## config.mk

```make
export PLATFORM = sky130hd
export DESIGN_NAME = npc_port_config_header
export DESIGN_NICKNAME = d
export VERILOG_FILES = /design/src/npc_pkg.sv /design/src/npc_port_config_header.sv
export VERILOG_INCLUDE_DIRS = /design/src
export SDC_FILE = /design/constraint.sdc
export NUM_CORES = 1
export LEC_CHECK = 0
export BUFFER_PORTS_ARGS = -buffer_cell sky130_fd_sc_hd__buf_2
export CELL_PAD_IN_SITES_DETAIL_PLACEMENT = 0
export CELL_PAD_IN_SITES_GLOBAL_PLACEMENT = 1
export CORE_UTILIZATION = 41
export DETAILED_ROUTE_END_ITERATION = 7
export GPL_ROUTABILITY_DRIVEN = 0
export PLACE_DENSITY = 0.8
export RECOVER_POWER = 100
export SLEW_MARGIN = 20
export SYNTH_ARGS = -nofsm -noshare
export SYNTH_HDL_FRONTEND = slang
export SYNTH_SLANG_ARGS = --single-unit
```

## constraint.sdc

```tcl
create_clock -name ref_clk -period 2.7 [get_ports ref_clk]
set_input_delay 0.27 -clock ref_clk [delete_from_list [all_inputs] [get_ports ref_clk]]
set_output_delay 0.27 -clock ref_clk [all_outputs]
set_load 0.02 [all_outputs]
```

## src/npc_consts.svh

```systemverilog
`ifndef NPC_CONSTS_SVH
`define NPC_CONSTS_SVH

// register offsets (byte addresses, dword aligned)
`define NPC_OFF_WIN2        8'h18
`define NPC_OFF_WIN3        8'h1c
`define NPC_OFF_WIN4        8'h20
`define NPC_OFF_WIN5        8'h24
`define NPC_OFF_SUBSYS      8'h2c
`define NPC_OFF_CAPPTR      8'h34
`define NPC_OFF_IRQ         8'h3c
`define NPC_OFF_PMCAP       8'h40
`define NPC_OFF_PMCTL       8'h44
`define NPC_OFF_MSICAP      8'h48
`define NPC_OFF_MSIADDR     8'h4c
`define NPC_OFF_MSIUPPER    8'h50
`define NPC_OFF_MSIDATA     8'h54
`define NPC_OFF_EXPCAP      8'h68

// capability chain
`define NPC_CAP_PM_PTR      8'h40
`define NPC_CAP_MSI_PTR     8'h48
`define NPC_CAP_EXP_PTR     8'h68
`define NPC_CAP_NEXT_PTR    8'ha4
`define NPC_CAP_ID_PM       8'h01
`define NPC_CAP_ID_MSI      8'h05
`define NPC_CAP_ID_EXP      8'h10
`define NPC_PM_REV          3'h3
`define NPC_PME_SUPPORT     5'h19
`define NPC_EXP_VERSION     4'h2
`define NPC_EXP_PORT_TYPE   4'h0

// interrupt pin
`define NPC_IRQ_PIN_INTA    8'h01

// memory-type encodings
`define NPC_MT_32           2'h0
`define NPC_MT_64           2'h2

// power states
`define NPC_PS_D0           2'h0
`define NPC_PS_D3HOT        2'h3

// field positions and widths
`define NPC_BAR_BASE_LSB    20
`define NPC_BAR_BASE_W      12
`define NPC_BAR_TYPE_LSB    1
`define NPC_UPPER_LSB       4
`define NPC_PM_PME_EN_BIT   8
`define NPC_PM_NOSOFT_BIT   3
`define NPC_MSI_EN_BIT      16
`define NPC_MSI_MME_LSB     20
`define NPC_MSI_64_BIT      23
`define NPC_ADDR_LSB        2
`define NPC_PM_PSTATE_LSB   0
`define NPC_IRQ_LINE_LSB    0
`define NPC_MDATA_LSB       0

// hot reset pulse length in cycles, and counter value on its last cycle
`define NPC_HOT_RST_CYCLES  4'h8
`define NPC_HOT_RST_LAST    4'h1

`endif

```

## src/npc_pkg.sv

```systemverilog
package npc_pkg;
	typedef logic [7:0]  npc_addr_t;
	typedef logic [31:0] npc_word_t;
	typedef logic [3:0]  npc_be_t;
	typedef enum logic [1:0]
	{
		NPC_HR_IDLE  = 2'b00,
		NPC_HR_PULSE = 2'b01
	} npc_hr_state_t;
endpackage

```

## src/npc_port_config_header.sv

```systemverilog
`include "npc_consts.svh"
`timescale 1ns/100ps
`default_nettype none

module npc_port_config_header
(
	input  wire logic              ref_clk,
	input  wire logic              rst,
	input  wire logic              cfg_wr,
	input  wire logic              cfg_rd,
	input  wire npc_pkg::npc_addr_t cfg_addr,
	input  wire npc_pkg::npc_be_t   cfg_be,
	input  wire npc_pkg::npc_word_t cfg_wdata,
	output var  npc_pkg::npc_word_t cfg_rdata,
	output logic                   cfg_ack,
	input  wire logic              win2_type_64,
	input  wire logic              win4_type_64,
	input  wire logic              no_soft_reset_strap,
	input  wire logic [15:0]       board_maker_code,
	input  wire logic [15:0]       board_product_code,
	input  wire logic              irq_event,
	input  wire logic              pme_event,
	output logic                   intx_assert,
	output logic                   msi_req,
	output var  npc_pkg::npc_word_t msi_addr_low,
	output var  npc_pkg::npc_word_t msi_addr_high,
	output var  logic [15:0]       msi_data,
	output logic                   pme_msg_req,
	output logic                   hot_reset,
	output logic                   internal_reset,
	output logic                   downstream_reset_out_n,
	output logic [1:0]             power_state
);
	import npc_pkg::*;

	logic [11:0]   win2_base_reg;
	logic [31:0]   win3_reg;
	logic [11:0]   win4_base_reg;
	logic [31:0]   win5_reg;
	logic [7:0]    irq_line_reg;
	logic [1:0]    pstate_reg;
	logic          pme_en_reg;
	logic          no_soft_reg;
	logic          msi_en_reg;
	logic [2:0]    mme_reg;
	logic [29:0]   maddr_reg;
	logic [31:0]   mupper_reg;
	logic [15:0]   mdata_reg;
	npc_word_t     rdata_reg;
	logic          ack_reg;
	npc_hr_state_t hr_state_reg;
	logic [3:0]    hr_cnt_reg;
	logic          hr_internal_reg;
	logic          strap_taken_reg;

	// byte-lane write mask
	wire npc_word_t wmask = {{8{cfg_be[3]}}, {8{cfg_be[2]}}, {8{cfg_be[1]}}, {8{cfg_be[0]}}};
	wire npc_word_t wval  = cfg_wdata & wmask;
	wire            cfg_req = cfg_rd || cfg_wr;

	// write-data fields
	wire [11:0] wr_base    = wval[`NPC_BAR_BASE_LSB +: `NPC_BAR_BASE_W];
	wire [11:0] keep_base  = ~wmask[`NPC_BAR_BASE_LSB +: `NPC_BAR_BASE_W];
	wire [1:0]  wr_pstate  = cfg_wdata[`NPC_PM_PSTATE_LSB +: 2];
	wire        wr_pme_en  = cfg_wdata[`NPC_PM_PME_EN_BIT];
	wire [7:0]  wr_irq_ln  = cfg_wdata[`NPC_IRQ_LINE_LSB +: 8];
	wire        wr_msi_en  = cfg_wdata[`NPC_MSI_EN_BIT];
	wire [2:0]  wr_mme     = cfg_wdata[`NPC_MSI_MME_LSB +: 3];
	wire [29:0] wr_maddr   = wval[`NPC_ADDR_LSB +: 30];
	wire [29:0] keep_maddr = ~wmask[`NPC_ADDR_LSB +: 30];
	wire [15:0] wr_mdata   = wval[`NPC_MDATA_LSB +: 16];
	wire [15:0] keep_mdata = ~wmask[`NPC_MDATA_LSB +: 16];

	wire hit_win2   = cfg_wr && (cfg_addr == `NPC_OFF_WIN2);
	wire hit_win3   = cfg_wr && (cfg_addr == `NPC_OFF_WIN3);
	wire hit_win4   = cfg_wr && (cfg_addr == `NPC_OFF_WIN4);
	wire hit_win5   = cfg_wr && (cfg_addr == `NPC_OFF_WIN5);
	wire hit_irq    = cfg_wr && (cfg_addr == `NPC_OFF_IRQ);
	wire hit_pmctl  = cfg_wr && (cfg_addr == `NPC_OFF_PMCTL);
	wire hit_msicap = cfg_wr && (cfg_addr == `NPC_OFF_MSICAP);
	wire hit_maddr  = cfg_wr && (cfg_addr == `NPC_OFF_MSIADDR);
	wire hit_mupper = cfg_wr && (cfg_addr == `NPC_OFF_MSIUPPER);
	wire hit_mdata  = cfg_wr && (cfg_addr == `NPC_OFF_MSIDATA);

	// memory-type fields of the lower windows
	wire [1:0] win2_type = win2_type_64 ? `NPC_MT_64 : `NPC_MT_32;
	wire [1:0] win4_type = win4_type_64 ? `NPC_MT_64 : `NPC_MT_32;

	// merged write values, untouched lanes keep old content
	wire [11:0] win2_new = wr_base | (win2_base_reg & keep_base);
	wire [11:0] win4_new = wr_base | (win4_base_reg & keep_base);
	wire [31:0] win3_new = (wval | (win3_reg & ~wmask));
	wire [31:0] win5_new = (wval | (win5_reg & ~wmask));

	wire [31:0] win3_wmask = win2_type_64 ? 32'hffffffff : 32'hfffffff0;
	wire [31:0] win5_wmask = win4_type_64 ? 32'hffffffff : 32'h00000000;

	// power state write and D3hot to D0 detection
	wire [1:0] pstate_new  = cfg_be[0] ? wr_pstate : pstate_reg;
	wire       d3_to_d0    = hit_pmctl && cfg_be[0] && (pstate_reg == `NPC_PS_D3HOT)
	                         && (pstate_new == `NPC_PS_D0);

	always_ff @(posedge ref_clk)
	begin
		if (rst)
		begin
			win2_base_reg <= 12'h000;
			win3_reg      <= 32'h00000000;
			win4_base_reg <= 12'h000;
			win5_reg      <= 32'h00000000;
		end
		else
		begin
			if (hit_win2)
				win2_base_reg <= win2_new;
			if (hit_win3)
				win3_reg <= win3_new & win3_wmask;
			else if (!win2_type_64)
				win3_reg[3:0] <= 4'h0;
			if (hit_win4)
				win4_base_reg <= win4_new;
			if (hit_win5)
				win5_reg <= win5_new & win5_wmask;
			else if (!win4_type_64)
				win5_reg <= 32'h00000000;
		end
	end

	always_ff @(posedge ref_clk)
	begin
		if (rst)
		begin
			irq_line_reg <= 8'h00;
			pstate_reg   <= `NPC_PS_D0;
			pme_en_reg   <= 1'b0;
		end
		else
		begin
			if (hit_irq && cfg_be[0])
				irq_line_reg <= wr_irq_ln;
			if (hit_pmctl && cfg_be[0])
				pstate_reg <= pstate_new;
			if (hit_pmctl && cfg_be[1])
				pme_en_reg <= wr_pme_en;
		end
	end

	// strap caught on the first clocked cycle after reset
	always_ff @(posedge ref_clk)
	begin
		if (rst)
			strap_taken_reg <= 1'b0;
		else
			strap_taken_reg <= 1'b1;
	end

	always_ff @(posedge ref_clk)
	begin
		if (rst)
			no_soft_reg <= 1'b1;
		else if (!strap_taken_reg)
			no_soft_reg <= no_soft_reset_strap;
	end

	always_ff @(posedge ref_clk)
	begin
		if (rst)
		begin
			msi_en_reg <= 1'b0;
			mme_reg    <= 3'h0;
			maddr_reg  <= 30'h00000000;
			mupper_reg <= 32'h00000000;
			mdata_reg  <= 16'h0000;
		end
		else
		begin
			if (hit_msicap && cfg_be[2])
			begin
				msi_en_reg <= wr_msi_en;
				mme_reg    <= wr_mme;
			end
			if (hit_maddr)
				maddr_reg <= wr_maddr | (maddr_reg & keep_maddr);
			if (hit_mupper)
				mupper_reg <= wval | (mupper_reg & ~wmask);
			if (hit_mdata)
				mdata_reg <= wr_mdata | (mdata_reg & keep_mdata);
		end
	end

	// last cycle of the hot reset pulse
	wire hr_last = (hr_cnt_reg == `NPC_HOT_RST_LAST);

	// hot reset pulse after a D3hot to D0 write
	always_ff @(posedge ref_clk)
	begin
		if (rst)
		begin
			hr_state_reg    <= NPC_HR_IDLE;
			hr_cnt_reg      <= 4'h0;
			hr_internal_reg <= 1'b0;
		end
		else
		begin
			unique case (hr_state_reg)
				NPC_HR_IDLE:
				begin
					if (d3_to_d0)
					begin
						hr_state_reg    <= NPC_HR_PULSE;
						hr_cnt_reg      <= `NPC_HOT_RST_CYCLES;
						hr_internal_reg <= !no_soft_reg;
					end
				end
				NPC_HR_PULSE:
				begin
					hr_cnt_reg <= hr_cnt_reg - 4'h1;
					if (hr_last)
					begin
						hr_state_reg    <= NPC_HR_IDLE;
						hr_internal_reg <= 1'b0;
					end
				end
				default:
					hr_state_reg <= NPC_HR_IDLE;
			endcase
		end
	end

	wire hr_active = (hr_state_reg == NPC_HR_PULSE);

	// fixed fields of the window words
	wire [15:0] win_rsvd   = 16'h0000;
	wire        win_pref   = 1'b0;
	wire        win_mem    = 1'b0;

	// fixed fields of the power capability
	wire [4:0]  pm_pme_sup = `NPC_PME_SUPPORT;
	wire [1:0]  pm_d2_d1   = 2'b00;
	wire [2:0]  pm_aux_cur = 3'h0;
	wire        pm_dsi     = 1'b0;
	wire [1:0]  pm_rsvd    = 2'b00;
	wire [2:0]  pm_rev     = `NPC_PM_REV;

	// fixed fields of the power control word
	wire [15:0] pm_ext     = 16'h0000;
	wire        pm_status  = 1'b0;
	wire [1:0]  pm_scale   = 2'b00;
	wire [3:0]  pm_dsel    = 4'h0;
	wire [3:0]  pm_rsvd_hi = 4'h0;
	wire        pm_rsvd_lo = 1'b0;

	// fixed fields of the message interrupt capability
	wire [7:0]  msi_rsvd   = 8'h00;
	wire        msi_cap64  = 1'b1;
	wire [2:0]  msi_mmc    = 3'h0;

	// read mux
	wire [31:0] win2_rd = {win2_base_reg, win_rsvd, win_pref, win2_type, win_mem};
	wire [31:0] win3_rd = win3_reg;
	wire [31:0] win4_rd = {win4_base_reg, win_rsvd, win_pref, win4_type, win_mem};
	wire [31:0] win5_rd = win5_reg;
	wire [31:0] pmcap_rd = {pm_pme_sup, pm_d2_d1, pm_aux_cur, pm_dsi, pm_rsvd, pm_rev,
	                        `NPC_CAP_MSI_PTR, `NPC_CAP_ID_PM};
	wire [31:0] pmctl_rd = {pm_ext, pm_status, pm_scale, pm_dsel, pme_en_reg, pm_rsvd_hi, no_soft_reg,
	                        pm_rsvd_lo, pstate_reg};
	wire [31:0] msicap_rd = {msi_rsvd, msi_cap64, mme_reg, msi_mmc, msi_en_reg,
	                         `NPC_CAP_EXP_PTR, `NPC_CAP_ID_MSI};
	wire [31:0] expcap_rd = {8'h00, `NPC_EXP_PORT_TYPE, `NPC_EXP_VERSION,
	                         `NPC_CAP_NEXT_PTR, `NPC_CAP_ID_EXP};

	npc_word_t rd_mux;
	always_comb
	begin
		unique case (cfg_addr)
			`NPC_OFF_WIN2:     rd_mux = win2_rd;
			`NPC_OFF_WIN3:     rd_mux = win3_rd;
			`NPC_OFF_WIN4:     rd_mux = win4_rd;
			`NPC_OFF_WIN5:     rd_mux = win5_rd;
			`NPC_OFF_SUBSYS:   rd_mux = {board_product_code, board_maker_code};
			`NPC_OFF_CAPPTR:   rd_mux = {24'h000000, `NPC_CAP_PM_PTR};
			`NPC_OFF_IRQ:      rd_mux = {16'h0000, `NPC_IRQ_PIN_INTA, irq_line_reg};
			`NPC_OFF_PMCAP:    rd_mux = pmcap_rd;
			`NPC_OFF_PMCTL:    rd_mux = pmctl_rd;
			`NPC_OFF_MSICAP:   rd_mux = msicap_rd;
			`NPC_OFF_MSIADDR:  rd_mux = {maddr_reg, 2'b00};
			`NPC_OFF_MSIUPPER: rd_mux = mupper_reg;
			`NPC_OFF_MSIDATA:  rd_mux = {16'h0000, mdata_reg};
			`NPC_OFF_EXPCAP:   rd_mux = expcap_rd;
			default:           rd_mux = 32'h00000000;
		endcase
	end

	always_ff @(posedge ref_clk)
	begin
		if (rst)
		begin
			rdata_reg <= 32'h00000000;
			ack_reg   <= 1'b0;
		end
		else
		begin
			ack_reg <= cfg_req;
			if (cfg_rd)
				rdata_reg <= rd_mux;
		end
	end

	// interrupt delivery path selection
	always_ff @(posedge ref_clk)
	begin
		if (rst)
		begin
			intx_assert <= 1'b0;
			msi_req     <= 1'b0;
			pme_msg_req <= 1'b0;
		end
		else
		begin
			intx_assert <= irq_event && !msi_en_reg;
			msi_req     <= irq_event && msi_en_reg;
			pme_msg_req <= pme_event && pme_en_reg;
		end
	end

	assign cfg_rdata              = rdata_reg;
	assign cfg_ack                = ack_reg;
	assign msi_addr_low           = {maddr_reg, 2'b00};
	assign msi_addr_high          = mupper_reg;
	assign msi_data               = mdata_reg;
	assign hot_reset              = hr_active;
	assign internal_reset         = hr_internal_reg;
	assign downstream_reset_out_n = 1'b1;
	assign power_state            = pstate_reg;

endmodule // npc_port_config_header

`default_nettype wire

```

* After elaboration in Yosys (flattened, before gate mapping)
Cells that the tools add are included.
Word-level totals: register bits 226, bits in latches 0, memory bits (writable) 0, ROM bits 0, bits of input ports 85, output and inout port bits 121, word-level logic and storage cells 113, memories kept 0
Operators by class: $add $sub $neg 1, multipliers 0, divide/modulo/power cells 0, order comparisons 0, equal/unequal tests 21, shifts and indexed selects 0, multiplexer cells 19, bitwise gates (word level) 21, reduce and logical (&&, ||, !) cells 28
Operators with widths (count):
- $pmux 32 s14 | 1
- $and 32x32->32 | 6
- $mux 32 | 3
- $or 32x32->32 | 3
- $eq 8x7->1 const B | 7
- $eq 8x6->1 const B | 5
- $not 32->32 | 1
- $and 30x30->30 | 1
- $not 30->30 | 1
- $or 30x30->30 | 1
- $and 12x12->12 | 2
- $or 12x12->12 | 2
- $logic_and 1x1->1 | 19
- $and 16x16->16 | 1
- $eq 8x5->1 const B | 2
- $mux 4 | 4
- $not 16->16 | 1
- $or 16x16->16 | 1
- $not 12->12 | 1
- $mux 2 | 5
- $pmux 4 s2 | 1
- $ne 2x1->1 const B | 3
- $eq 4x1->1 const B | 1
- $logic_not 2->1 | 2
- other kinds (12) | 16

* Logic depth before layout (Yosys ltp)
depth after elaboration 7, depth in mapped cells 8, gate-level depth less buffers 6

* Worst setup path before layout
Ideal clock, no wire load.
path type input to register, start point in cfg_addr[1], end point reg hr_internal_reg, in the netlist internal_reset, library setup time 0.065 ns, arrival 1.976 ns, required time 2.635 ns, path slack 0.659 ns, stages on the path 7, buffers on the path 2, cell sequence buf_2 -> or4b_1 -> buf_4 -> nor4_2 -> nor3b_2 -> mux2_1 -> nor2_1
Between the ends: longest elaborated chain between the ends 7
RTL lines:
- from (decl) | RTL line npc_port_config_header.sv:11 | input wire npc_pkg::npc_addr_t cfg_addr,
- $eq 8x7->1
- $logic_and 1x1->1 | RTL line npc_port_config_header.sv:79 | wire hit_pmctl = cfg_wr && (cfg_addr == `NPC_OFF_PMCTL);
- $logic_and 1x1->1 (3 in a row) | RTL line npc_port_config_header.sv:100 | wire d3_to_d0 = hit_pmctl && cfg_be[0] && (pstate_reg == `NPC_PS_D3HOT)
- $ne 2x2->1 (no line)
- $reduce_and 3->1 (no line)
- to (signal assigned) | RTL line npc_port_config_header.sv:212 | hr_internal_reg <= !no_soft_reg;
- to (decl) | RTL line npc_port_config_header.sv:53 | logic hr_internal_reg;
No other way between the ends. A chain may end at the register's enable or synchronous reset.

==> reports/qor.yml <==
cap_violations: 0
syn2layout_area_growth_pct: 21.1
worst-path-max-fanout: 17
critical_path.top_delay_family: "simple AND/OR/NAND/NOR gates"
cp_num_buf_inv: 2
fin_cells: 1677
dieWidth_um: 157
hold_viol_final: 0
finalCritPeriodShare_pct: 83.9
vias_per_cell: 5.81
p_comb_share_pct: 5.6
yosys.area.top_type_share_pct: 45.6
power.internal_uw: 5410
drive_above_1_share_pct: 14.7
skew_ns: 0.0163
ys_seq_area_share_pct: 45.6
rows: 56
grt_pass1_wl_um: 54900
hold_class: "in -> reg"
syn_area_um2: 9870
switching_share_pct: 23.9
arrival_ns: 2.63
synthArstFlopShare_pct: 0
clock.fmax_ghz: 0.442
slowest_delay_ns: 0.72
final_antenna_net_count: 0
clock_tree.buffer_depth: 3
cts_tree: "done"
start_util_pct: 41.9
min_period_ns: 2.26
worstSetupPathType: "in -> reg"
grt.overflow.total: 0
slew_headroom_pct: 23.6
die_h_um: 157
synth-main-ff-cell: "dfxtp_1"
fin_setup_tns_ns: 0
fin_nets: 1429
path_cells: "clkbuf_1 -> buf_4 -> nor4b_1 -> nand2_1 -> nor2_2 -> mux2i_1 -> nor2_1"
wl_um: 36300
ir_drop_uv: 361
yosysTopAreaCell: "dfxtp_1"
synth_cells: 1135
cp-end-kind: "register"
power_frac_seq_pct: 46.8
grtUsageTotal_pct: 29.2
dr.pass1.iters: 5
p_leak_uw: 0.00397
place_hpwl_um: 24800
die_area_um2: 24700
ys_types: 73
cts_root_buffer: "clkbuf_16"
status: "finished, final reports clean"
switchingPower_uw: 1690
wire_per_inst_um: 21.7
ys_warn_count: 0
post-synth-top-count-cell: "dfxtp_1"
worst-r2r-setup-slack_ns: 0.78
io_pins: 206
power.density_nw_per_um2: 594
drc: 0
first_global_vias: 9051
io_buffers: 202
avgSynthCellArea_um2: 8.70
required_ns: 3.07
antenna_found_initial: 0
core_area_um2: 23500
cpMaxStageDelayCell: "nor4b_1"
rsz0062_at_grt: "false"
worst_skew_pair.late_latency_ns: 0.54
cp-start-kind: "input port"
drv_slew: 0
synth_edf_count: 0
place_inst: 1631
worst_slew_pin_slew_ns: 1.15
vias: 9739
synth.area.top_cells: "dfxtp_1 46%, mux2i_1 7.3%, a22oi_1 6.2%, a21oi_1 5.4%, nand2_1 5.3%"
ys_ff_latch: 225
antenna_cells: 0
ys_top_cells_by_count: "225 x dfxtp_1, 140 x nand2_1, 131 x nor2_1"
clock_sinks: 225
drt-initial-drc-count: 1098
cts_buffers: 25
h-tree-depth: 1
clkPwrFrac_pct: 47.6
finalSetupViolCount: 0
clk_pin_slew_worst_paths_ns: 0.06
grt_max_degree: 96
[area by class of cell]
cell class	instances	area, um^2
timing repair buffer	267	1350
sequential	225	4500
clock inverter	8	68.8
clock buffer	35	733
inverter	4	15.0
tap	319	399
multi-input combinational	819	4880
fill	2380	11600
[cells in the final DEF (no fill, tap or decap), drive strengths merged, types with 30 or more instances in the layout]
| master | instances |
|---|---|
| a22oi | 82 |
| nor2 | 145 |
| a22o | 30 |
| nand2 | 141 |
| o21ai | 105 |
| buf | 135 |
| a21oi | 107 |
| clkbuf | 164 |
| mux2i | 72 |
| dfxtp | 225 |
[power groups by stage]
stage / clock, uW / combinational (uW) / sequential, uW
after floorplan: 0 / 183 / 3400
after global placement: 0 / 399 / 3400
after detailed placement: 0 / 398 / 3400
after CTS: 3400 / 403 / 3330
after global routing: 3580 / 419 / 3330
final: 3380 / 398 / 3330
[final timing paths]
| check | startpoint | to | cells after the start |
|---|---|---|---|
| min reg2reg | cfg_rdata[1] | cfg_rdata[1] | 2 |
| max | cfg_addr[2] | register | 7 |
| min | cfg_wdata[19] | register | 3 |
| max reg2reg | power_state[1] | internal_reset | 5 |
[worst register-to-register path, delay by kind of cell (launching register included)]
kind             cells  cell delay [ns]
DFF                  1             0.43
muxes                1             0.36
and+or+nand+nor      4             1.07
[kinds of logic after synthesis]
kind of cell,count (synthesis),share of synthesized area [%]
xor+xnor,1,0.0888
compound gates,383,24.5
buf+inv,92,4.28
mux,75,7.68
fa+ha+maj,2,0.254
flops,225,45.6
other cells,2,0.0761
simple gates,355,17.5
[per-layer routing]
| layer | share of wire [%] | track usage [%] | vias to the layer above |
|---|---|---|---|
| met2 | 45 | 45.3 | 439 |
| met4 | 2.1 | 8.55 | 0 |
| met1 | 46 | 41.7 | 4731 |
| met5 | 0 | 0 | - |
| li1 | - | - | 4511 |
| met3 | 6.9 | 4.32 | 58 |
[metrics by stage]
step                      setup slack [ns]  util (%)  total power, uW  area, um^2  hold WS [ns]
final                                0.436      50.8             7110       12000        0.0177
after global routing                 0.310      50.8             7330       12000        0.0168
after CTS                            0.839      52.1             7130       12300        0.0133
after detailed placement             0.311      48.5             3800       11400         0.439
after global placement               0.348      48.5             3800       11400         0.439
after floorplan                      0.659         -             3590        9870         0.386
[repair_timing]
action,4_1_cts,5_1_grt
endpoints found under the hold margin,3,0
hold buffers,3,0
gates resized for setup,0,0
setup buffers,0,0
Power figures use the tool's default switching activity.
